$ cat src/sdw_consts.vh
`ifndef SDW_CONSTS_VH
`define SDW_CONSTS_VH

// ------------------------------------------------------------
// Frame geometry
// ------------------------------------------------------------
`define SDW_SHORT_CODE_W 14
`define SDW_LONG_CODE_W 16
`define SDW_SHORT_FRAME_BITS 16
`define SDW_LONG_FRAME_BITS 24
`define SDW_SHORT_EXEC_EDGE 5'h10
`define SDW_LONG_EXEC_EDGE 5'h12
`define SDW_CNT_W 5
`define SDW_CNT_ZERO 5'h00
`define SDW_CNT_ONE 5'h01

// ------------------------------------------------------------
// Power mode encodings
// ------------------------------------------------------------
`define SDW_MODE_NORMAL 2'h0
`define SDW_MODE_PD_1K 2'h1
`define SDW_MODE_PD_100K 2'h2
`define SDW_MODE_PD_HIZ 2'h3

// ------------------------------------------------------------
// Reset values
// ------------------------------------------------------------
`define SDW_CODE_RESET 16'h0000
`define SDW_SYNC_IDLE 3'h7
`define SDW_SCLK_IDLE 3'h0

// ------------------------------------------------------------
// Host timing
// ------------------------------------------------------------
`define SDW_SYNC_HIGH_MIN_NS 20
`define SDW_SCLK_MAX_MHZ 50

`endif

$ cat src/sdw_serial_dac.v
`timescale 1ns/10ps
`include "sdw_consts.vh"
// Summary of operation
// - Loaded code is unsigned straight binary, full range for either width.
// - Power-up clears the code to zero until a valid complete write.
// - Mode bits: 00 normal, 01 1k to ground, 10 100k, 11 high impedance.
// - Any power-down mode disables the amplifier; modes 01 and 10 also select their termination.
// - Power-down leaves the stored code untouched.
// - Short variant uses a 16-bit shift register, mode bits first.
// - Frame select low starts a write; bits sampled on each clock falling edge.
// - Short variant executes on the 16th falling edge.
// - Short variant: early frame select rise discards the frame.
// - Long variant uses a 24-bit shift register, last six bits ignored.
// - Long variant executes on the 18th falling edge.
// - Long variant: early frame select rise discards the frame.
// - Long frame order: mode high, mode low, code 15..0, six filler bits.
module sdw_serial_dac #(
   parameter LONG_VARIANT = 0
)
(
   // Clock and reset
   input wire clock_i,
   input wire reset_i,
   input wire clk_en_i,
   // Serial link pins
   input wire frame_sel_n_i,
   input wire shift_clk_i,
   input wire serial_data_i,
   // Converter control
   output reg [15:0] dac_code_o,
   output reg [1:0] power_mode_o,
   output reg amp_enable_o,
   output reg term_1k_o,
   output reg term_100k_o,
   output reg update_o,
   output reg frame_abort_o
);

   // ------------------------------------------------------------
   // Variant constants
   // ------------------------------------------------------------
   localparam [4:0] EXEC_EDGE = LONG_VARIANT ? `SDW_LONG_EXEC_EDGE : `SDW_SHORT_EXEC_EDGE;
   localparam CODE_W = LONG_VARIANT ? `SDW_LONG_CODE_W : `SDW_SHORT_CODE_W;
   localparam SR_W = LONG_VARIANT ? `SDW_LONG_FRAME_BITS : `SDW_SHORT_FRAME_BITS;

   // ------------------------------------------------------------
   // Pin synchronisers
   // ------------------------------------------------------------
   // Three stages; a level counts only once stages two and three agree.
   reg [2:0] sync_sh_q;
   reg [2:0] sclk_sh_q;
   reg [2:0] sdi_sh_q;
   reg sync_n_q;
   reg sclk_q;
   reg sdi_q;

   always @(posedge clock_i or posedge reset_i)
   begin
      if (reset_i)
      begin
         sync_sh_q <= `SDW_SYNC_IDLE;
         sclk_sh_q <= `SDW_SCLK_IDLE;
         sdi_sh_q <= `SDW_SCLK_IDLE;
         sync_n_q <= 1'b1;
         sclk_q <= 1'b0;
         sdi_q <= 1'b0;
      end
      else if (clk_en_i)
      begin
         sync_sh_q <= {sync_sh_q[1:0], frame_sel_n_i};
         sclk_sh_q <= {sclk_sh_q[1:0], shift_clk_i};
         sdi_sh_q <= {sdi_sh_q[1:0], serial_data_i};
         if (sync_sh_q[1] == sync_sh_q[2])
            sync_n_q <= sync_sh_q[2];
         if (sclk_sh_q[1] == sclk_sh_q[2])
            sclk_q <= sclk_sh_q[2];
         if (sdi_sh_q[1] == sdi_sh_q[2])
            sdi_q <= sdi_sh_q[2];
      end
   end

   // ------------------------------------------------------------
   // Edge detection
   // ------------------------------------------------------------
   // Data is taken from the filtered stage, which is one sample older than
   // the clock edge detection, giving the host's hold margin at 100 MHz.
   wire sclk_fall = sclk_q & ~(sclk_sh_q[1] & sclk_sh_q[2]) & (sclk_sh_q[1] == sclk_sh_q[2]);
   wire sync_rise = ~sync_n_q & sync_sh_q[1] & sync_sh_q[2];
   wire sync_fall = sync_n_q & ~sync_sh_q[1] & ~sync_sh_q[2];

   // ------------------------------------------------------------
   // Frame state machine
   // ------------------------------------------------------------
   localparam [1:0] ST_IDLE = 2'h0;
   localparam [1:0] ST_SHIFT = 2'h1;
   localparam [1:0] ST_DONE = 2'h2;

   reg [1:0] state_q;
   reg [1:0] state_d;
   reg [SR_W-1:0] shift_q;
   reg [SR_W-1:0] shift_d;
   reg [4:0] cnt_q;
   reg [4:0] cnt_d;
   reg exec_d;
   reg abort_d;

   function [1:0] mode_of;
      input [SR_W-1:0] word;
      begin
         mode_of = word[SR_W-1:SR_W-2];
      end
   endfunction

   always @*
   begin
      state_d = state_q;
      shift_d = shift_q;
      cnt_d = cnt_q;
      exec_d = 1'b0;
      abort_d = 1'b0;
      case (state_q)
         ST_IDLE:
         begin
            if (sync_fall)
            begin
               state_d = ST_SHIFT;
               shift_d = {SR_W{1'b0}};
               cnt_d = `SDW_CNT_ZERO;
            end
         end
         ST_SHIFT:
         begin
            if (sync_rise)
            begin
               state_d = ST_IDLE;
               shift_d = {SR_W{1'b0}};
               cnt_d = `SDW_CNT_ZERO;
               abort_d = 1'b1;
            end
            else if (sclk_fall)
            begin
               // Bits enter at the LSB so the first bit ends at the top in the short variant and at bit 17 in the long one.
               shift_d = {shift_q[SR_W-2:0], sdi_q};
               cnt_d = cnt_q + `SDW_CNT_ONE;
               if (cnt_d == EXEC_EDGE)
               begin
                  exec_d = 1'b1;
                  state_d = ST_DONE;
               end
            end
         end
         ST_DONE:
         begin
            // Filler bits and extra edges are ignored; SYNC must rise.
            if (sync_rise)
            begin
               state_d = ST_IDLE;
               cnt_d = `SDW_CNT_ZERO;
            end
         end
         default:
         begin
            state_d = ST_IDLE;
            cnt_d = `SDW_CNT_ZERO;
         end
      endcase
   end

   // Executed word is aligned so the mode pair sits at the top.
   wire [SR_W-1:0] exec_word = LONG_VARIANT ?
      (shift_d << (SR_W - EXEC_EDGE)) : shift_d;

   // ------------------------------------------------------------
   // Code and mode registers
   // ------------------------------------------------------------
   always @(posedge clock_i or posedge reset_i)
   begin
      if (reset_i)
      begin
         state_q <= ST_IDLE;
         shift_q <= {SR_W{1'b0}};
         cnt_q <= `SDW_CNT_ZERO;
         dac_code_o <= `SDW_CODE_RESET;
         power_mode_o <= `SDW_MODE_NORMAL;
         amp_enable_o <= 1'b1;
         term_1k_o <= 1'b0;
         term_100k_o <= 1'b0;
         update_o <= 1'b0;
         frame_abort_o <= 1'b0;
      end
      else if (clk_en_i)
      begin
         state_q <= state_d;
         shift_q <= shift_d;
         cnt_q <= cnt_d;
         update_o <= exec_d;
         frame_abort_o <= abort_d;
         if (exec_d)
         begin
            // Code is straight binary, zero-extended for the short variant.
            // A power-down word leaves the stored code as it was; the normal-mode word
            // that wakes the part loads its own code in the same update.
            if (mode_of(exec_word) == `SDW_MODE_NORMAL)
               dac_code_o <= {{(16-CODE_W){1'b0}},
                  exec_word[SR_W-3 -: CODE_W]};
            power_mode_o <= mode_of(exec_word);
            amp_enable_o <= (mode_of(exec_word) == `SDW_MODE_NORMAL);
            term_1k_o <= (mode_of(exec_word) == `SDW_MODE_PD_1K);
            term_100k_o <= (mode_of(exec_word) == `SDW_MODE_PD_100K);
         end
      end
   end

endmodule

$ cat config.mk
export PLATFORM = sky130hd
export DESIGN_NAME = sdw_serial_dac
export DESIGN_NICKNAME = d
export VERILOG_FILES = /design/src/sdw_serial_dac.v
export VERILOG_INCLUDE_DIRS = /design/src
export SDC_FILE = /design/constraint.sdc
export NUM_CORES = 1
export LEC_CHECK = 0
export BUFFER_PORTS_ARGS = -buffer_cell sky130_fd_sc_hd__buf_2
export CAP_MARGIN = 20
export CORE_MARGIN = 2
export CORE_UTILIZATION = 57
export DETAILED_ROUTE_END_ITERATION = 12
export PLACE_DENSITY = 0.84
export SLEW_MARGIN = 20
export SYNTH_ARGS = -nofsm -noshare
export SYNTH_HDL_FRONTEND = slang
export SYNTH_SLANG_ARGS = --single-unit
$ cat constraint.sdc
create_clock -name clock_i -period 2.9 [get_ports clock_i]
set_input_delay 0.435 -clock clock_i [delete_from_list [all_inputs] [get_ports clock_i]]
set_output_delay 0.435 -clock clock_i [all_outputs]
set_load 0.1 [all_outputs]
==> metrics.cfg, run 1 <==
[critical_path]
criticalPathCategory = reg2reg
crit_required_ps = 3130
cp_data_arrival_time_ps = 2680
startpoint_type = register
end_kind = register
cp_max_fo = 14

[sta]
setup_violations = 0
slew_violations = 0
rsz0062_at_grt = false
clock_skew_ps = 10.9
hold_viol = 0
relSlewSlack_pct = 50.6
finalCriticalPeriod_ps = 2450
tns_ps = 0
fin_crit_sh_pct = 84.6
fmax_mhz = 408
worst_pin_slew_ps = 742

[yosys]
synth_seq_area_share_pct = 55.9
synth_edf_count = 0
yosys.area.top_type = dfrtp_1
syn_inst = 229
syn-cell-area_mm2 = 0.00252
yosys-top-cells-area = dfrtp_1 51%, mux2i_1 5.6%, mux2_2 5.4%, dfstp_2 5.2%, a22oi_1 4.5%
syn-mean-instance-area_um2 = 11.0
ys_types = 42
async_flop_share_pct = 100
synth-warning-count = 0
yosys-top-cells-count = 51 x dfrtp_1, 21 x a21oi_1, 21 x nor2_1, 16 x inv_1, 15 x a22oi_1
synth.most_common_cell = dfrtp_1
ys_ff_latch = 56
ys.flop_type = dfrtp_1
yosys.area.top_type_share_pct = 50.7

[cts]
clkSinkCount = 56
tritoncts = yes
cts_resized = 0
insertion_delay_ps = 300
cts-htree-levels = 2
cts_buffers = 5
cts.hold.buffers_added = 0
cts-root-buf = clkbuf_8
clk_pin_slew_ps = 90
clockBufferDepth = 2
postCtsSetupBuffers = 0

[floorplan]
initial_core_util_pct = 58.6
die_x_um = 70.5
die-area_mm2 = 0.00496
die_y_um = 70.5
core_region_area_mm2 = 0.00429
rows = 24
ioPinCount = 29

[drt]
drc = 0
wl_um = 4200
drtPass1Iterations = 4
vias_per_cell = 5.63
first_iter_violations = 157
vias = 1734
antenna_left = 0
wl_per_cell_um = 13.6

[cells_and_area]
final_nets = 263
stdcell_count = 308
n_antenna_cell = 0
area_growth_pct = 10.3
drive_gt1_share_pct = 22.7
fill_cells = 342

[global_route]
grt-ovfl-total = 0
antenna_found_initial = 0
grt_max_degree = 57
track_usage_pct = 18.7
grt_pass1_wl_um = 7410
grt_pass1_vias = 1680

[power]
totalPowerFinal_mw = 2.13
pwr-share-clk_pct = 20.0
irDropWorstVdd_v = 0.000444
seq_power_share_pct = 51.7
switchingPower_mw = 0.750
leakage_nw = 1.29
combPwrFrac_pct = 28.2
netSwitchingFraction_pct = 35.2
p_per_area_mw_per_mm2 = 768
p_int_mw = 1.38

[placed_design]
dpl.hpwl_um = 2820
place.gp.congestion = 0.765
port_buffers = 26
dp_cells = 300

[run_status]
outcome = finished, final reports clean

[job]
drv_cap = 0

[min_path]
min_path_type = in2async

[per-stage QoR]
step                      cell area, um2  hold WS (ps)  setup slack (ps)  util, %
after floorplan                     2520           459               695        -
after global placement              2680           463               459     62.5
after detailed placement            2690           471               431     62.6
after CTS                           2780           337               407     64.7
after global routing                2780           353               292     64.7
final                               2780           303               447     64.7
[layout by cell type, fill, tap and decap left out, types with 2 or more instances in the layout]
cell	count
a211o_1	2
a21oi_1	21
a22o_1	3
a22oi_1	15
buf_2	26
buf_4	4
clkbuf_1	2
clkbuf_8	6
conb_1	2
dfrtp_1	51
dfstp_2	5
ha_1	2
inv_1	15
mux2_2	12
mux2i_1	14
nand2_1	13
nand2b_1	6
nand3_1	2
nor2_1	21
nor2b_1	2
nor3_1	2
o21ai_0	7
o31ai_1	3
[critical path: stages (launching register included)]
cell	delay [ps]
dfrtp_1	400
ha_1	330
or3b_1	390
nor3_2	220
nand4_2	300
nor3_4	220
buf_4	280
mux2i_1	230
[sequential cells by signal, summed over array words and instances (netlist names)]
name and flops:
sdi_q 1, sclk_q 1, shift_q 16, term_1k_o 1
sdi_sh_q 3, sclk_sh_q 3, update_o 1, state_q 2
amp_enable_o 1, power_mode_o 2, frame_abort_o 1, sync_sh_q 3
term_100k_o 1, sync_n_q 1, dac_code_o 14, cnt_q 5
[cell type report]
type                       count  area (um2)  share of cell area, %
timing repair buffer          30         160                   5.77
sequential                    56        1410                   50.7
multi-input combinational    146         993                   35.8
inverter                      16        60.1                   2.16
clock buffer                   8        90.1                   3.24
tap                           52        65.1                   2.34
[logic make-up (layout without fill, tap and decap cells)]
kind of cell / Yosys count / in the layout / synth area share [%]
AND/OR/NAND/NOR: 57 / 57 / 12.0
other: 1 / 2 / 0.149
adder cells (fa/ha/maj): 2 / 2 / 0.994
buffers and inverters: 28 / 54 / 4.92
AO/OA/AOI/OAI: 59 / 59 / 15.1
multiplexers: 26 / 26 / 10.9
flip-flops: 56 / 56 / 55.9
[power groups by stage]
stage | logic (mW) | registers, mW | clock network (mW)
finish | 0.602 | 1.10 | 0.427
global route | 0.684 | 1.13 | 0.465
CTS | 0.607 | 1.10 | 0.435
detailed placement | 0.608 | 1.11 | 0
global placement | 0.583 | 1.10 | 0
floorplan | 0.485 | 1.09 | 0
[routing by layer]
metal  wire [um]  global-route usage [%]  part of all wire (%)
met2        1960                    30.4                    47
met5           0                       0                     0
met4          36                    5.77                  0.86
met3         185                    4.18                   4.4
met1        2020                    25.1                    48
[worst paths after layout]
check	from	endpoint	slack [ps]	cells after the start
max	sclk_sh_q[1]	dac_code_o[12]	450	7
min	reset_i	dac_code_o[0]	300	3
max reg2reg	sclk_sh_q[1]	dac_code_o[12]	450	7
min reg2reg	power_mode_o[0]	power_mode_o[0]	480	2
max in group asynchronous	reset_i	shift_q[13]	2140	3
min in group clock_i	serial_data_i	sdi_sh_q[0]	360	2
No activity file was read; power rests on OpenSTA's default activity.
==> run 2, diff against run 1 <==
--- a/config.mk
+++ b/config.mk
@@ -9,9 +9,9 @@
 export BUFFER_PORTS_ARGS = -buffer_cell sky130_fd_sc_hd__buf_2
 export CAP_MARGIN = 20
 export CORE_MARGIN = 2
-export CORE_UTILIZATION = 57
+export CORE_UTILIZATION = 52
 export DETAILED_ROUTE_END_ITERATION = 12
-export PLACE_DENSITY = 0.84
+export PLACE_DENSITY = 0.81
 export SLEW_MARGIN = 20
 export SYNTH_ARGS = -nofsm -noshare
 export SYNTH_HDL_FRONTEND = slang
==> constraint.sdc (replaced) <==
create_clock -name clock_i -period 2 [get_ports clock_i]
set_input_delay 0.3 -clock clock_i [delete_from_list [all_inputs] [get_ports clock_i]]
set_output_delay 0.3 -clock clock_i [all_outputs]
set_load 0.1 [all_outputs]
==> run 2 against run 1 <==
  * The run now ends with negative setup slack left
  * First-iteration DRC count shrank 25%
  * Clock power grew 44%
  * Via count grew 4.2%
  * Wire length grew 6.8%
  * Sequential power grew 45%
  * Critical path type unchanged
==> metrics.cfg, run 2 (same netlist as run 1, synthesis figures left out) <==
[drt]
first_iter_violations = 118
drtPass1Iterations = 4
drc = 0
vias_per_cell = 5.61
wl_per_cell_um = 13.9
wl_um = 4480
met1_length_um = 2100
wl_met2_um = 2150
antenna_left = 0
maxUsedRoutingLayer = met4
wl_met3_um = 173
vias = 1807

[cells_and_area]
final_cell_mix = 51 x dfrtp_1, 26 x buf_2, 21 x nor2_1
final_nets = 275
regMostFlops = shift_q
largest_reg_flops = 16
final_area_mm2 = 0.00296
drive_gt1_share_pct = 28.7
fill_cells = 377
n_antenna_cell = 0
stdcell_count = 322
area_growth_pct = 17.4
mostFrequentLayoutCell = dfrtp_1
largestRegisters = shift_q (16), dac_code_o (14), cnt_q (5)

[floorplan]
die_y_um = 73.6
die_x_um = 73.6
die-area_mm2 = 0.00541
core_region_area_mm2 = 0.00469
ioPinCount = 29
rows = 25
initial_core_util_pct = 53.7

[job]
drv_cap = 0

[power]
leakage_nw = 1.37
p_per_area_mw_per_mm2 = 1100
irDropWorstVdd_v = 0.000573

[critical_path]
cp-endpoint = dac_code_o[10]
crit_chain = ha_4 -> or3b_4 -> o211ai_1 -> a21oi_2 -> nor3_4 -> clkbuf_16 -> mux2i_1
slowest_stage = dfrtp_1
path_depth = 7
criticalPathCategory = reg2reg
reg2reg_slack_ps = -210
reg2reg_depth = 7
r2r-end = dac_code_o[10]
crit_required_ps = 2240
cp_max_fo = 7
cp_data_arrival_time_ps = 2450
end_kind = register
cp_top_family = simple AND/OR/NAND/NOR gates
critPathMaxStageDelay_ps = 420
startpoint_type = register
startpoint = sclk_sh_q[1]
path_buf_inv = 1
reg2reg_from = sclk_sh_q[1]

[cts]
clk_pin_slew_ps = 100
cts-root-buf = clkbuf_8
cts-htree-levels = 2
insertion_delay_ps = 310
postCtsSetupBuffers = 0
cts_buffers = 5
cts.hold.buffers_added = 0
clockBufferDepth = 2
clkSinkCount = 56
tritoncts = yes

[run_status]
violations = negative setup slack
outcome = finished, violations left

[sta]
fmax_mhz = 452
worst_pin_slew_ps = 523
rsz0062_at_grt = true
finalCriticalPeriod_ps = 2210
relSlewSlack_pct = 64.9
fin_crit_sh_pct = 111
clock_skew_ps = 8.32
slew_violations = 0
holdWs_ps = 21.3
setup_violations = 16
setup_slack_ps = -211
hold_viol = 0

[placed_design]
place.gp.congestion = 0.739
place_ws_ps = -200
dpl_cell_area_mm2 = 0.00280
dpl.hpwl_um = 2960
port_buffers = 26
dp_cells = 313

[global_route]
grt_pass1_vias = 1635
grt_max_degree = 57
grt_pass1_wl_um = 7420
antenna_found_initial = 0
track_usage_pct = 17.9
grt-ovfl-total = 0

[min_path]
min_path_type = in2async

[run 2: timing repair]
item                                    CTS  global route
pin swaps                                 1             2
gates cloned                              0             1
endpoints found under the setup margin   32            39
resized for setup                         2             6
[run 2: tightest hold or removal path, delay by kind of cell]
family	cells	cell delay, ps
buffers and inverters	3	420
[run 2: power by group]
| group | internal (mW) | switching [mW] |
|---|---|---|
| clock network | 0.249 | 0.366 |
| registers | 1.38 | 0.226 |
| logic | 0.458 | 0.578 |
| total | 2.08 | 1.17 |
[run 2: routing by layer]
metal / GRT usage [%] / vias up
li1: - / 877
met1: 24.0 / 886
met2: 28.4 / 39
met3: 5.35 / 5
met4: 4.85 / 0
met5: 0 / -
[run 2: metrics by stage]
step                      setup TNS, ps  util (%)  power, mW
after global placement            -1150      59.6       2.54
after detailed placement          -2930      59.6       2.60
final                             -2570      63.0       3.25
after CTS                         -2110      61.7       3.22
after global routing              -3950      63.0       3.49
after floorplan                   -2080         -       2.29
[run 2: layout make-up]
type / count / area, um2 / share of cell area (%)
Sequential cell: 56 / 1410 / 47.6
Multi-Input combinational cell: 146 / 1030 / 35.0
Timing Repair Buffer: 42 / 297 / 10.0
Clock buffer: 5 / 68.8 / 2.33
Tap cell: 54 / 67.6 / 2.29
Inverter: 16 / 60.1 / 2.03
Clock inverter: 3 / 21.3 / 0.720
[run 2: how the worst min path moves through the flow]
stage                      startpoint             to  cells after the start
after floorplan           shift_clk_i   sclk_sh_q[0]                      1
after global placement        reset_i   sclk_sh_q[0]                      3
after detailed placement      reset_i  frame_abort_o                      3
after CTS                     reset_i    sdi_sh_q[2]                      3
after global routing          reset_i  frame_abort_o                      3
final                         reset_i   sclk_sh_q[0]                      3
==> run 3, diff against run 2 <==
--- a/config.mk
+++ b/config.mk
@@ -12,7 +12,9 @@
 export CORE_UTILIZATION = 52
 export DETAILED_ROUTE_END_ITERATION = 12
 export PLACE_DENSITY = 0.81
+export SKIP_LAST_GASP = 1
 export SLEW_MARGIN = 20
 export SYNTH_ARGS = -nofsm -noshare
 export SYNTH_HDL_FRONTEND = slang
 export SYNTH_SLANG_ARGS = --single-unit
+export TNS_END_PERCENT = 10
==> run 3 against run 2 <==
  * The run still ends with negative setup slack left
  * Via count is essentially flat
  * Utilization shrank 1.1 points
  * Critical path depth is the same
  * Sequential power is essentially flat
  * Clock skew is essentially flat
  * Cell area shrank 1.7%
  * Wire length shrank 2.4%
  * Worst hold slack lost 9.7 ps
  * Power shrank 1.1%
  * Setup slack gained 40 ps
  * Global-route usage grew 0.087 points
  * Cell count shrank 0.31%
==> metrics.cfg, run 3 (same netlist as run 1, synthesis figures left out) <==
[cells_and_area]
drive_gt1_share_pct = 27.0
largestRegisters = shift_q (16), dac_code_o (14), cnt_q (5)
regMostFlops = shift_q
area_growth_pct = 15.4
largest_reg_flops = 16
final_cell_mix = 51 x dfrtp_1, 26 x buf_2, 21 x nor2_1, 21 x a21oi_1
n_antenna_cell = 0
fill_cells = 388
mostFrequentLayoutCell = dfrtp_1
final_util_pct = 61.9
final_nets = 274

[power]
seq_power_share_pct = 49.7
combPwrFrac_pct = 31.2
pwr-share-clk_pct = 19.1
p_per_area_mw_per_mm2 = 1110
irDropWorstVdd_v = 0.000569
p_int_mw = 2.06
totalPowerFinal_mw = 3.22
netSwitchingFraction_pct = 35.9
switchingPower_mw = 1.15
leakage_nw = 1.36

[sta]
clock_skew_ps = 8.46
hold_viol = 0
setup_slack_ps = -171
setup_violations = 17
fmax_mhz = 461
relSlewSlack_pct = 65.9
slew_violations = 0
rsz0062_at_grt = true
fin_crit_sh_pct = 109
finalCriticalPeriod_ps = 2170
worst_pin_slew_ps = 508
tns_ps = -2410

[drt]
first_iter_violations = 134
drtPass1Iterations = 4
vias_per_cell = 5.63
wl_per_cell_um = 13.6
drc = 0
wl_um = 4380
vias = 1806
antenna_left = 0

[critical_path]
reg2reg_depth = 7
path_buf_inv = 1
end_kind = register
slowest_stage = or3b_1
cp_data_arrival_time_ps = 2410
path_depth = 7
crit_required_ps = 2240
critPathMaxStageDelay_ps = 420
cp_max_fo = 14
crit_chain = ha_1 -> or3b_1 -> o211ai_1 -> a21oi_1 -> nor3_4 -> buf_12 -> mux2i_1
criticalPathCategory = reg2reg
startpoint_type = register
cp_top_family = simple AND/OR/NAND/NOR gates

[run_status]
outcome = finished, violations left
violations = negative setup slack

[floorplan]
ioPinCount = 29
initial_core_util_pct = 53.7
die_x_um = 73.6
die_y_um = 73.6
core_region_area_mm2 = 0.00469
rows = 25
die-area_mm2 = 0.00541

[global_route]
track_usage_pct = 18.0
grt-ovfl-total = 0
grt_pass1_vias = 1633
grt_max_degree = 57
antenna_found_initial = 0
grt_pass1_wl_um = 7450

[cts]
cts-root-buf = clkbuf_8
insertion_delay_ps = 310
postCtsSetupBuffers = 0
clkSinkCount = 56
cts-htree-levels = 2
cts_buffers = 5
tritoncts = yes
clk_pin_slew_ps = 100
clockBufferDepth = 2

[placed_design]
port_buffers = 26
dpl.hpwl_um = 2960
place.gp.congestion = 0.739

[job]
drv_cap = 0

[min_path]
min_path_type = in2async

-- run 3: cell count changes in the layout (fill, tap and decap cells not counted) --
cell and delta:
a21oi_2 -1, or3b_1 +1, ha_4 -1, or3b_4 -1, a21oi_1 +1, ha_1 +1
clkbuf_16 -1, nor4b_2 -1, nor4b_1 +1
-- run 3: area by class of cell --
class / count / area [um2] / share of cell area [%]
inverter: 16 / 60.1 / 2.07
clock inverter: 3 / 21.3 / 0.732
sequential: 56 / 1410 / 48.4
timing repair buffer: 41 / 272 / 9.35
tap: 54 / 67.6 / 2.33
multi-input combinational: 146 / 1010 / 34.7
clock buffer: 5 / 68.8 / 2.37
-- run 3: worst paths after layout --
path	startpoint	end	slack, ps
worst max-delay path	sclk_sh_q[1]	dac_code_o[3]	-170
worst min-delay path	reset_i	state_q[0]	10
worst max register to register	sclk_sh_q[1]	dac_code_o[3]	-170
worst min register to register	power_mode_o[0]	power_mode_o[0]	480
max in group asynchronous	reset_i	amp_enable_o	1690
min in group clock_i	shift_clk_i	sclk_sh_q[0]	220
-- run 3: worst reg2reg max path, delay by kind of cell, from the launching register on --
kind                     cells  cell delay, ps
AO/OA/AOI/OAI                2             330
multiplexers                 1             190
AND/OR/NAND/NOR              2             670
buffers and inverters        1             200
adder cells (fa/ha/maj)      1             320
flip-flops                   1             400
-- run 3: layer usage --
layer  share of wire (%)  vias to the layer above  track usage, %
met5                   0                        -               0
met1                  48                      898            24.8
met4                 1.3                        0            5.25
met2                  48                       29            27.5
met3                 3.1                        5            5.49
li1                    -                      874               -
-- run 3: power by group through the flow --
stage	Combinational (mW)	Sequential, mW	Clock, mW
floorplan	0.704	1.58	0
global placement	0.941	1.60	0
detailed placement	0.982	1.61	0
CTS	0.984	1.59	0.633
global route	1.14	1.64	0.678
finish	1.00	1.60	0.616
-- run 3: repair_timing --
| action | CTS | global route |
|---|---|---|
| endpoints found under the setup margin | 32 | 40 |
| pin swaps | 1 | 0 |
| gates resized for setup | 0 | 4 |
| hold buffers | 0 | 0 |
-- run 3: per-stage QoR --
step	instances	worst slack (ps)	hold WS (ps)	instance area, um2
finish	321	-171	11.6	2910
detailed placement	313	-200	376	2800
CTS	321	-143	31.2	2890
floorplan	230	-192	452	2520
global placement	313	-83.2	372	2800
global route	321	-306	38.0	2910
